--- src/verilog/mrx_pkg.sv ---
package mrx_pkg;

    // ==========================================================
    // widths
    localparam int DATA_W = 8;
    localparam int ADDR_W = 9;
    localparam int PC_W   = 13;

    // ==========================================================
    // reset values
    localparam logic [7:0] ACC_RST   = 8'h00;
    localparam logic       FLAG_RST  = 1'b0;
    localparam logic       IRQEN_RST = 1'b0;

    // ==========================================================
    // register map of the plain command port
    localparam logic [3:0] REG_OPCODE = 4'h0; // write: opcode, starts execution
    localparam logic [3:0] REG_OPER   = 4'h1; // write: address low / immediate
    localparam logic [3:0] REG_ACC    = 4'h2; // read/write accumulator
    localparam logic [3:0] REG_FLAGS  = 4'h3; // read/write status flags
    localparam logic [3:0] REG_STATUS = 4'h4; // read: busy, skip, irq enable
    localparam logic [3:0] REG_ADDRHI = 4'h5; // write: address bit 8

    // flag field positions
    localparam int FLAG_CARRY     = 0;
    localparam int FLAG_AUX_CARRY = 1;
    localparam int FLAG_ZERO      = 2;
    localparam int FLAG_OVERFLOW  = 3;

    // ==========================================================
    // operation codes
    typedef enum logic [4:0] {
        nop_op,
        mov_acc_from_mem_op,
        mov_acc_imm_op,
        mov_mem_from_acc_op,
        or_mem_op,
        or_imm_op,
        or_to_memory_op,
        return_op,
        return_value_op,
        interrupt_return_op,
        rotate_left_op,
        rotate_left_to_acc_op,
        rotate_left_carry_op,
        rotate_left_carry_to_acc_op,
        rotate_right_op,
        rotate_right_to_acc_op,
        rotate_right_carry_op,
        rotate_right_carry_to_acc_op,
        subtract_borrow_op,
        subtract_borrow_to_mem_op,
        decrement_skip_zero_op,
        decrement_skip_zero_to_acc_op
    } mrx_op_t;

    typedef struct packed {
        logic overflow_flag;
        logic zero_flag;
        logic aux_carry_flag;
        logic carry_flag;
    } mrx_flags_t;

    typedef struct packed {
        logic              wr;
        logic [ADDR_W-1:0] addr;
        logic [7:0]        wdata;
    } mrx_mem_req_t;

    typedef struct packed {
        logic            pop;
        logic            skip;
        logic            dummy;
    } mrx_seq_t;

endpackage : mrx_pkg
--- src/verilog/mrx_alu.sv ---
module mrx_alu
    import mrx_pkg::*;
(
    input  wire mrx_pkg::mrx_op_t    op,
    input  wire logic [7:0]          acc,
    input  wire logic [7:0]          mem,
    input  wire logic [7:0]          imm,
    input  wire mrx_pkg::mrx_flags_t flags_in,
    output mrx_pkg::mrx_flags_t      flags_out,
    output logic [7:0]               result
);
    logic [8:0] sum;
    logic [4:0] low;
    logic [7:0] mem_n;

    always_comb begin
        mem_n     = ~mem;
        sum       = {1'b0, acc} + {1'b0, mem_n} + {8'h00, flags_in.carry_flag};
        low       = {1'b0, acc[3:0]} + {1'b0, mem_n[3:0]} + {4'h0, flags_in.carry_flag};
        flags_out = flags_in; // RULE21
        result    = acc;
        case (op)
            mov_acc_from_mem_op:  result = mem; // RULE1
            mov_acc_imm_op:       result = imm; // RULE2
            return_value_op:      result = imm; // RULE8
            mov_mem_from_acc_op:  result = acc; // RULE3
            or_mem_op: begin
                result              = acc | mem; // RULE5
                flags_out.zero_flag = (result == 8'h00); // RULE22
            end
            or_imm_op: begin
                result              = acc | imm; // RULE5
                flags_out.zero_flag = (result == 8'h00); // RULE22
            end
            or_to_memory_op: begin
                result              = acc | mem; // RULE6
                flags_out.zero_flag = (result == 8'h00); // RULE22
            end
            rotate_left_op, rotate_left_to_acc_op:   result = {mem[6:0], mem[7]}; // RULE10 RULE11
            rotate_right_op, rotate_right_to_acc_op: result = {mem[0], mem[7:1]}; // RULE12 RULE13
            rotate_left_carry_op, rotate_left_carry_to_acc_op: begin
                result               = {mem[6:0], flags_in.carry_flag}; // RULE14
                flags_out.carry_flag = mem[7]; // RULE14
            end
            rotate_right_carry_op, rotate_right_carry_to_acc_op: begin
                result               = {flags_in.carry_flag, mem[7:1]}; // RULE15
                flags_out.carry_flag = mem[0]; // RULE15
            end
            subtract_borrow_op, subtract_borrow_to_mem_op: begin
                result                   = sum[7:0]; // RULE16 RULE17
                flags_out.carry_flag     = sum[8];
                flags_out.aux_carry_flag = low[4];
                flags_out.zero_flag      = (sum[7:0] == 8'h00); // RULE22
                // signed overflow: operands agree in sign, result differs
                flags_out.overflow_flag  = (acc[7] == mem_n[7]) && (sum[7] != acc[7]);
            end
            decrement_skip_zero_op, decrement_skip_zero_to_acc_op:
                result = mem - 8'h01; // RULE18 RULE20
            default: result = acc; // RULE4
        endcase
    end
endmodule : mrx_alu

--- src/verilog/mrx_exec.sv ---
// Functional notes
// RULE1: load accumulator from memory, flags kept
// RULE2: load accumulator with 8-bit immediate
// RULE3: store accumulator into memory byte
// RULE4: no-operation only advances program counter
// RULE5: OR into accumulator, zero flag only
// RULE6: OR written back to memory, zero only
// RULE7: return pops stack, two cycles
// RULE8: return loads accumulator with immediate
// RULE9: interrupt return sets global enable
// RULE10: rotate memory left, bit7 to bit0
// RULE11: rotate left into accumulator, memory kept
// RULE12: rotate memory right, bit0 to bit7
// RULE13: rotate right into accumulator, memory kept
// RULE14: left rotate through carry, carry only
// RULE15: right rotate through carry, carry only
// RULE16: subtract with borrow into accumulator
// RULE17: subtract with borrow into memory
// RULE18: decrement memory, no flags change
// RULE19: zero result skips with dummy cycle
// RULE20: decrement into accumulator, skip on zero
// RULE21: unlisted flags keep their value
// RULE22: zero flag set on zero result
//
// The address-and-strobe port and the register addresses were decided locally.
module mrx_exec
    import mrx_pkg::*;
(
    input  wire logic                clk,
    input  wire logic                rst,
    input  wire logic [3:0]          bus_addr,
    input  wire logic [7:0]          bus_wdata,
    input  wire logic                bus_wr,
    input  wire logic                bus_rd,
    output logic [7:0]               bus_rdata,
    input  wire logic [7:0]          mem_rdata,
    output mrx_pkg::mrx_mem_req_t    mem_req,
    output mrx_pkg::mrx_seq_t        seq,
    output logic                     pc_advance,
    output logic                     global_irq_enable
);
    import mrx_pkg::*;

    // ==========================================================
    // state
    typedef enum logic [1:0] {
        st_idle,
        st_exec,
        st_second
    } mrx_phase_t;

    typedef struct packed {
        mrx_phase_t         phase;
        mrx_op_t            op;
        logic [ADDR_W-1:0]  addr;
        logic [7:0]         imm;
        logic [7:0]         acc;
        mrx_flags_t         flags;
        logic               irq_en;
        logic               skip_seen;
        logic [7:0]         rdata;
        mrx_mem_req_t       mem_req;
        mrx_seq_t           seq;
        logic               pc_adv;
    } mrx_state_t;

    mrx_state_t q;
    mrx_state_t next_q;
    mrx_flags_t alu_flags;
    logic [7:0] alu_result;

    mrx_alu u_alu (
        .op        (q.op),
        .acc       (q.acc),
        .mem       (mem_rdata),
        .imm       (q.imm),
        .flags_in  (q.flags),
        .flags_out (alu_flags),
        .result    (alu_result)
    );

    // ==========================================================
    // next state
    always_comb begin
        next_q          = q;
        next_q.mem_req  = '0;
        next_q.seq      = '0;
        next_q.pc_adv   = 1'b0;
        next_q.rdata    = 8'h00;

        if (bus_rd) begin
            case (bus_addr)
                REG_ACC:    next_q.rdata = q.acc;
                REG_FLAGS:  next_q.rdata = {4'h0, q.flags};
                REG_STATUS: next_q.rdata = {5'h00, q.irq_en, q.skip_seen, q.phase != st_idle};
                default:    next_q.rdata = 8'h00;
            endcase
        end

        case (q.phase)
            st_idle: begin
                if (bus_wr) begin
                    case (bus_addr)
                        REG_OPCODE: begin
                            next_q.op    = mrx_op_t'(bus_wdata[4:0]);
                            next_q.phase = st_exec;
                        end
                        REG_OPER: begin
                            next_q.addr[7:0] = bus_wdata;
                            next_q.imm       = bus_wdata;
                        end
                        REG_ADDRHI: next_q.addr[ADDR_W-1] = bus_wdata[0];
                        REG_ACC:    next_q.acc   = bus_wdata;
                        REG_FLAGS:  next_q.flags = mrx_flags_t'(bus_wdata[3:0]);
                        default:    next_q = next_q;
                    endcase
                end
            end
            st_exec: begin
                // memory byte is read combinationally at q.addr this cycle
                next_q.flags  = alu_flags; // RULE21
                next_q.phase  = st_idle;
                next_q.pc_adv = 1'b1; // RULE4
                case (q.op)
                    mov_acc_from_mem_op, mov_acc_imm_op, or_mem_op, or_imm_op,
                    rotate_left_to_acc_op, rotate_right_to_acc_op,
                    rotate_left_carry_to_acc_op, rotate_right_carry_to_acc_op,
                    subtract_borrow_op:
                        next_q.acc = alu_result; // RULE1 RULE2 RULE5 RULE11 RULE13 RULE16
                    mov_mem_from_acc_op, or_to_memory_op, rotate_left_op, rotate_right_op,
                    rotate_left_carry_op, rotate_right_carry_op, subtract_borrow_to_mem_op: begin
                        next_q.mem_req = '{wr: 1'b1, addr: q.addr, wdata: alu_result}; // RULE3 RULE6 RULE10 RULE17
                    end
                    decrement_skip_zero_op: begin
                        next_q.mem_req = '{wr: 1'b1, addr: q.addr, wdata: alu_result}; // RULE18
                        if (alu_result == 8'h00) begin
                            next_q.seq.skip = 1'b1; // RULE19
                            next_q.phase    = st_second;
                        end
                    end
                    decrement_skip_zero_to_acc_op: begin
                        next_q.acc = alu_result; // RULE20
                        if (alu_result == 8'h00) begin
                            next_q.seq.skip = 1'b1; // RULE19
                            next_q.phase    = st_second;
                        end
                    end
                    return_op, interrupt_return_op, return_value_op: begin
                        next_q.pc_adv  = 1'b0;
                        next_q.seq.pop = 1'b1; // RULE7
                        next_q.phase   = st_second; // RULE7
                        if (q.op == return_value_op)
                            next_q.acc = alu_result; // RULE8
                        if (q.op == interrupt_return_op)
                            next_q.irq_en = 1'b1; // RULE9
                    end
                    default: next_q.acc = q.acc; // RULE4
                endcase
                next_q.skip_seen = next_q.seq.skip;
            end
            st_second: begin
                // prefetched word is thrown away; this slot is the dummy cycle
                next_q.seq.dummy = 1'b1; // RULE19
                next_q.phase     = st_idle;
            end
            default: next_q.phase = st_idle;
        endcase
    end

    // ==========================================================
    // registers
    always_ff @(posedge clk) begin
        if (rst) begin
            q        <= '0;
            q.phase  <= st_idle;
            q.op     <= nop_op;
            q.acc    <= ACC_RST;
            q.irq_en <= IRQEN_RST;
        end else begin
            q <= next_q;
        end
    end

    assign bus_rdata         = q.rdata;
    assign mem_req           = q.mem_req;
    assign seq               = q.seq;
    assign pc_advance        = q.pc_adv;
    assign global_irq_enable = q.irq_en;

endmodule : mrx_exec

--- config.mk ---
export PLATFORM = sky130hd
export DESIGN_NAME = mrx_exec
export DESIGN_NICKNAME = d
export VERILOG_FILES = /design/src/verilog/mrx_pkg.sv /design/src/verilog/mrx_alu.sv /design/src/verilog/mrx_exec.sv
export SDC_FILE = /design/constraint.sdc
export NUM_CORES = 1
export LEC_CHECK = 0
export ABC_AREA = 1
export BUFFER_PORTS_ARGS = -buffer_cell sky130_fd_sc_hd__buf_2
export CORE_AREA = 2 2 104 106
export DETAILED_ROUTE_END_ITERATION = 10
export DIE_AREA = 0 0 106 108
export REMOVE_ABC_BUFFERS = 1
export SLEW_MARGIN = 20
export SYNTH_ARGS = -nofsm -noshare
export SYNTH_HDL_FRONTEND = slang
export SYNTH_SLANG_ARGS = --single-unit
export TNS_END_PERCENT = 50
--- constraint.sdc ---
create_clock -name clk -period 2.95 [get_ports clk]
set_input_delay 0.295 -clock clk [delete_from_list [all_inputs] [get_ports clk]]
set_output_delay 0.295 -clock clk [all_outputs]
set_load 0.01 [all_outputs]
* Yosys cells after proc, flatten, opt, wreduce, memory -nomap -nowiden
Index checks and enable logic that the tools add are counted.
Word-level totals: bits in read-only memories 0, logic and storage cells 127, input bits 24, flip-flop bits (word level) 60, memories 0, bits in latches 0, memory bits (writable) 0
Cells by class: reduce and logical (&&, ||, !) cells 30, bitwise logic cells 4, shift operators 0, div/mod/pow operators 0, equality and inequality tests 39, add/subtract/negate cells 5, $lt $le $gt $ge 0, muxes and demuxes 30, $mul 0
Operators by type and width (count):
- 8-bit one-hot mux with 10 select lines | 1
- 68-bit two-way mux | 1
- 5-bit by 4-bit equality test with 1-bit output, second input constant | 8
- 20-bit one-hot mux with 2 select lines | 1
- 8-bit zero test | 4
- 8-bit two-way mux | 4
- 5-bit equality test, second input constant | 6
- 14-bit one-hot mux with 2 select lines | 1
- 8-bit one-hot mux with 3 select lines | 1
- 5-bit by 3-bit equality test with 1-bit output, second input constant | 4
- 18-bit two-way mux | 1
- 16-bit two-way mux | 1
- 8-bit bitwise OR | 2
- 8-bit one-hot mux with 2 select lines | 1
- 4-bit AND reduction | 4
- 2-bit OR reduction | 8
- 5-bit by 2-bit equality test with 1-bit output, second input constant | 2
- 10-bit OR reduction | 1
- 8-bit by 8-bit adder with 9-bit output | 1
- 9-bit by 1-bit adder with 9-bit output | 1
- 1-bit two-way mux | 9
- 3-bit AND reduction | 3
- 4-bit by 2-bit equality test with 1-bit output, second input constant | 2
- 4-bit by 3-bit equality test with 1-bit output, second input constant | 2
- 31 further kinds | 39

* Depth between registers and ports, before layout
depth in word-level cells 8, gate-level depth with buffers 16, mapped depth without buffers 16

* Cells and area by module
A second synthesis with hierarchy kept.
Second synthesis, totals: cells, all modules 644, area, all modules 4122.7 µm²
By module, submodules not included:
- mrx_exec | cells an instance 347, area an instance 2613.8 µm², seq. area each 1201.2 µm², times used 1
- mrx_alu | cells an instance 297, area an instance 1508.9 µm², seq. area each 0.0 µm², times used 1

* Worst setup path after synthesis
Ideal clock, no wire load.
path kind register to register, start point register q[32] (netlist bit), end point register q[30] (netlist bit), period minus slack after synthesis 2076 ps, data required time 2891 ps, path slack 874 ps, buffers on the path 0, cell stages (with the launch flop) 16, data arrival time 2017 ps, cell sequence dfxtp_1 > inv_1 > fa_1 > inv_1 > fa_1 > nand2_1 > nand2_1 > nor2_1 > nand2_1 > nor2_1 > nand2_1 > nor2_2 > nand2_1 > nor2_2 > nand2_1 > nand2_1
Between the ends: word-level cells in the longest chain between the ends 6
RTL lines:
- start, declared | RTL line mrx_exec.sv:67 | mrx_state_t q;
- start signal, assigned | RTL line mrx_exec.sv:180 | q <= next_q;
- 9-bit by 1-bit adder with 9-bit output | RTL line mrx_alu.sv:18 | sum = {1'b0, acc} + {1'b0, mem_n} + {8'h00, flags_in.carry_flag};
- 8-bit one-hot mux with 10 select lines * | RTL line mrx_alu.sv:22 | case (op)
- 8-bit zero test * | RTL line mrx_exec.sv:136, mrx_exec.sv:143
- 1-bit two-way mux * | RTL line mrx_exec.sv:136, mrx_exec.sv:143
- 1-bit two-way mux *
- 14-bit one-hot mux with 2 select lines * | RTL line mrx_exec.sv:100 | case (q.phase)
Every way passes the cells marked *; elsewhere a longest branch is shown, timed or not. A chain may end at the register's enable or synchronous reset.

* Worst setup path after layout
start point register q[36] (netlist name), end point register q[32] (netlist bit)
Between the ends: word-level cells in the longest chain between the ends 4
RTL lines (RTL line):
- 8-bit by 8-bit adder with 9-bit output | mrx_alu.sv:18
- 9-bit by 1-bit adder with 9-bit output | mrx_alu.sv:18
- 1-bit one-hot mux with 3 select lines | mrx_alu.sv:22
- 14-bit one-hot mux with 2 select lines | mrx_exec.sv:100
Every way passes these cells.

==> flow_summary.ini <==
[synth]
synth_seq_cells = 60
synth_top_area_share_pct = 29.5
avgSynthCellArea_sq_um = 6.51
ys_types = 38
yosysWarnings = 0
yosys.area.top_type = dfxtp_1
synth_common_cells = nand2_1, nor2_1, inv_1
netlist_instances = 625
synth_ff_type = dfxtp_1
async_flop_share_pct = 0
synth.area.top_cells = dfxtp_1, nand2_1, nor2_1, inv_1, buf_4
yosysSeqAreaShare_pct = 29.5
synthesis.area_sq_mm = 0.00407
synth_edf_count = 0
yosysMostFrequentCell = nand2_1

[route]
vias = 4189
finalWirelength_mm = 13.0
wl_per_cell_microns = 16.4
ant_nets = 0
drt_iter0_markers = 423
via_per_inst = 5.30
drc = 0
first_pass_iters = 5

[layout]
antenna_cells = 0
layout-drive-gt1-share_pct = 15.9
final_nets = 692
stdcell_area_sq_mm = 0.00444
syn_to_final_growth_pct = 9.07

[sta]
timing.slew.headroom_pct = 58.3
setup_viol = 0
tightest_slew_ps = 620
slew_violations = 0
finalSetupTns_ps = 0
final_hold_viol_count = 0
fin_skew_ps = 17.9
hold_ws_ps = 205
period_needed_ps = 2470
period_share_pct = 83.9
max_freq_ghz = 0.404
rsz0062_at_grt = no

[placement]
placed_cell_area_sq_mm = 0.00424
gp_congestion = 0.944
dp_hpwl_mm = 10.2
port_buffers = 54

[setup_path]
cpMostUsedCell = nand2_1
path_depth = 14
cpPeakStageDelay_ps = 420
crit_buf_inv = 2
crit_family = simple AND/OR/NAND/NOR gates
crit_type = flip-flop to flip-flop
cp_slowest_cell = fa_1
critPathRequiredTime_ps = 3200
crit_path_end_kind = flip-flop
worstPathMaxFanout = 5
cp-start-kind = flip-flop
crit_chain = inv_1 > fa_1 > inv_1 > fa_1 > nand3_1 > nand2_1 > nand2_1 > nand2_1 > nand2_1 > nand2_1 > a21oi_1 > nor2_1 > o21ai_0 > a21oi_1
crit_arrival_ps = 2720
r2r_cells = 14

[clock_tree]
cts_resized = 0
clock_sinks = 60
clkLatencyLatePin_ps = 370
htreeDepth = 3
clk_pin_slew_worst_paths_ps = 80
cts_tree = yes
cts_hold_buf = 0
cts_made_buffers = 9
cts_root_buf = clkbuf_8
clk_path_buf_depth = 2
cts_setup_buffers = 0

[pwr]
p_leak_nw = 2.24
powerDensity_mw_per_mm2 = 416
ir_drop_mv = 0.265

[global_route]
grt_max_degree = 21
grt_overflow = 0
grt_antenna_before_repair = 0
track_usage_pct = 23.9
grt_first_pass_wirelength_mm = 21.0
grt_pass1_vias = 3943

[worst_hold_path]
hold_class = input port to flip-flop
whs_path_depth = 2

[die]
fp.dieH_microns = 108
io_pins = 55
die_area_sq_mm = 0.0114
die_x_microns = 106
rows = 37
start_util_pct = 39.8
core_sq_mm = 0.0102

[outcome]
status = complete, no violations

[run]
maxCapViolations = 0
report_power, final:
group	total (mW)	switching [mW]	internal [mW]
clock	0.783	0.372	0.411
combinational	0.236	0.162	0.0742
sequential	0.831	0.0120	0.819
flip-flops by register name, indices dropped and copies added (netlist names):
| register | cells |
|---|---|
| q | 29 |
| mem_req | 18 |
| bus_rdata | 8 |
| seq | 3 |
| global_irq_enable | 1 |
| pc_advance | 1 |
metrics by stage:
step	util [%]	cells	power (mW)	setup slack (ps)
floorplan	-	582	0.996	805
global placement	41.4	775	1.08	570
CTS	43.4	791	1.84	532
global route	43.4	791	1.92	291
detailed placement	41.4	775	1.08	550
finish	43.4	791	1.85	475
path summary, 6_finish.rpt:
kind          from     endpoint  slack [ps]
max          q[36]        q[32]         480
max reg2reg  q[36]        q[32]         480
min reg2reg  q[60]  mem_req[16]         440
min            rst       seq[0]         200
cell usage in the layout (no fill, tap or decap), drive strengths merged:
cell	netlist	layout
a221oi	1	1
a22oi	2	2
clkbuf	7	10
and2	1	1
nand3	52	52
o21a	2	2
xnor2	1	1
clkinv	1	4
inv	83	83
nand4	18	18
buf	36	57
o21ai	33	33
nor3	8	8
nor2	88	88
nand2	150	150
o22ai	4	4
ha	16	16
nor4	2	2
bufinv	0	1
dfxtp	60	60
a21oi	44	44
o221ai	4	4
xor2	1	1
o211ai	5	5
or3	1	1
clkinvlp	0	2
fa	2	2
a31oi	3	3
cell families after synthesis:
logic type	after synthesis	synth area share, %
AOI/OAI and AO/OA	98	13.6
xor gates and xnor gates	2	0.430
adders and majority gates	18	5.90
buffers and inverters	127	15.1
DFF	60	29.5
and+or+nand+nor	320	35.5
cell type report:
type	count	area (sq um)
Clock buffer	10	138
Clock inverter	6	63.8
Fill cell	1122	5790
Inverter	84	320
Multi-Input combinational cell	438	2250
Sequential cell	60	1200
Tap cell	136	170
Timing Repair Buffer	57	293
layer usage:
layer  vias up  track usage (%)  wire length [microns]
li1       2050                -                      -
met1      1936             34.0                   6020
met2       178             36.6                   5620
met3        25             3.25                   1050
met4         0             9.30                    311
met5         -                0                      0
Power figures use the tool's default switching activity.
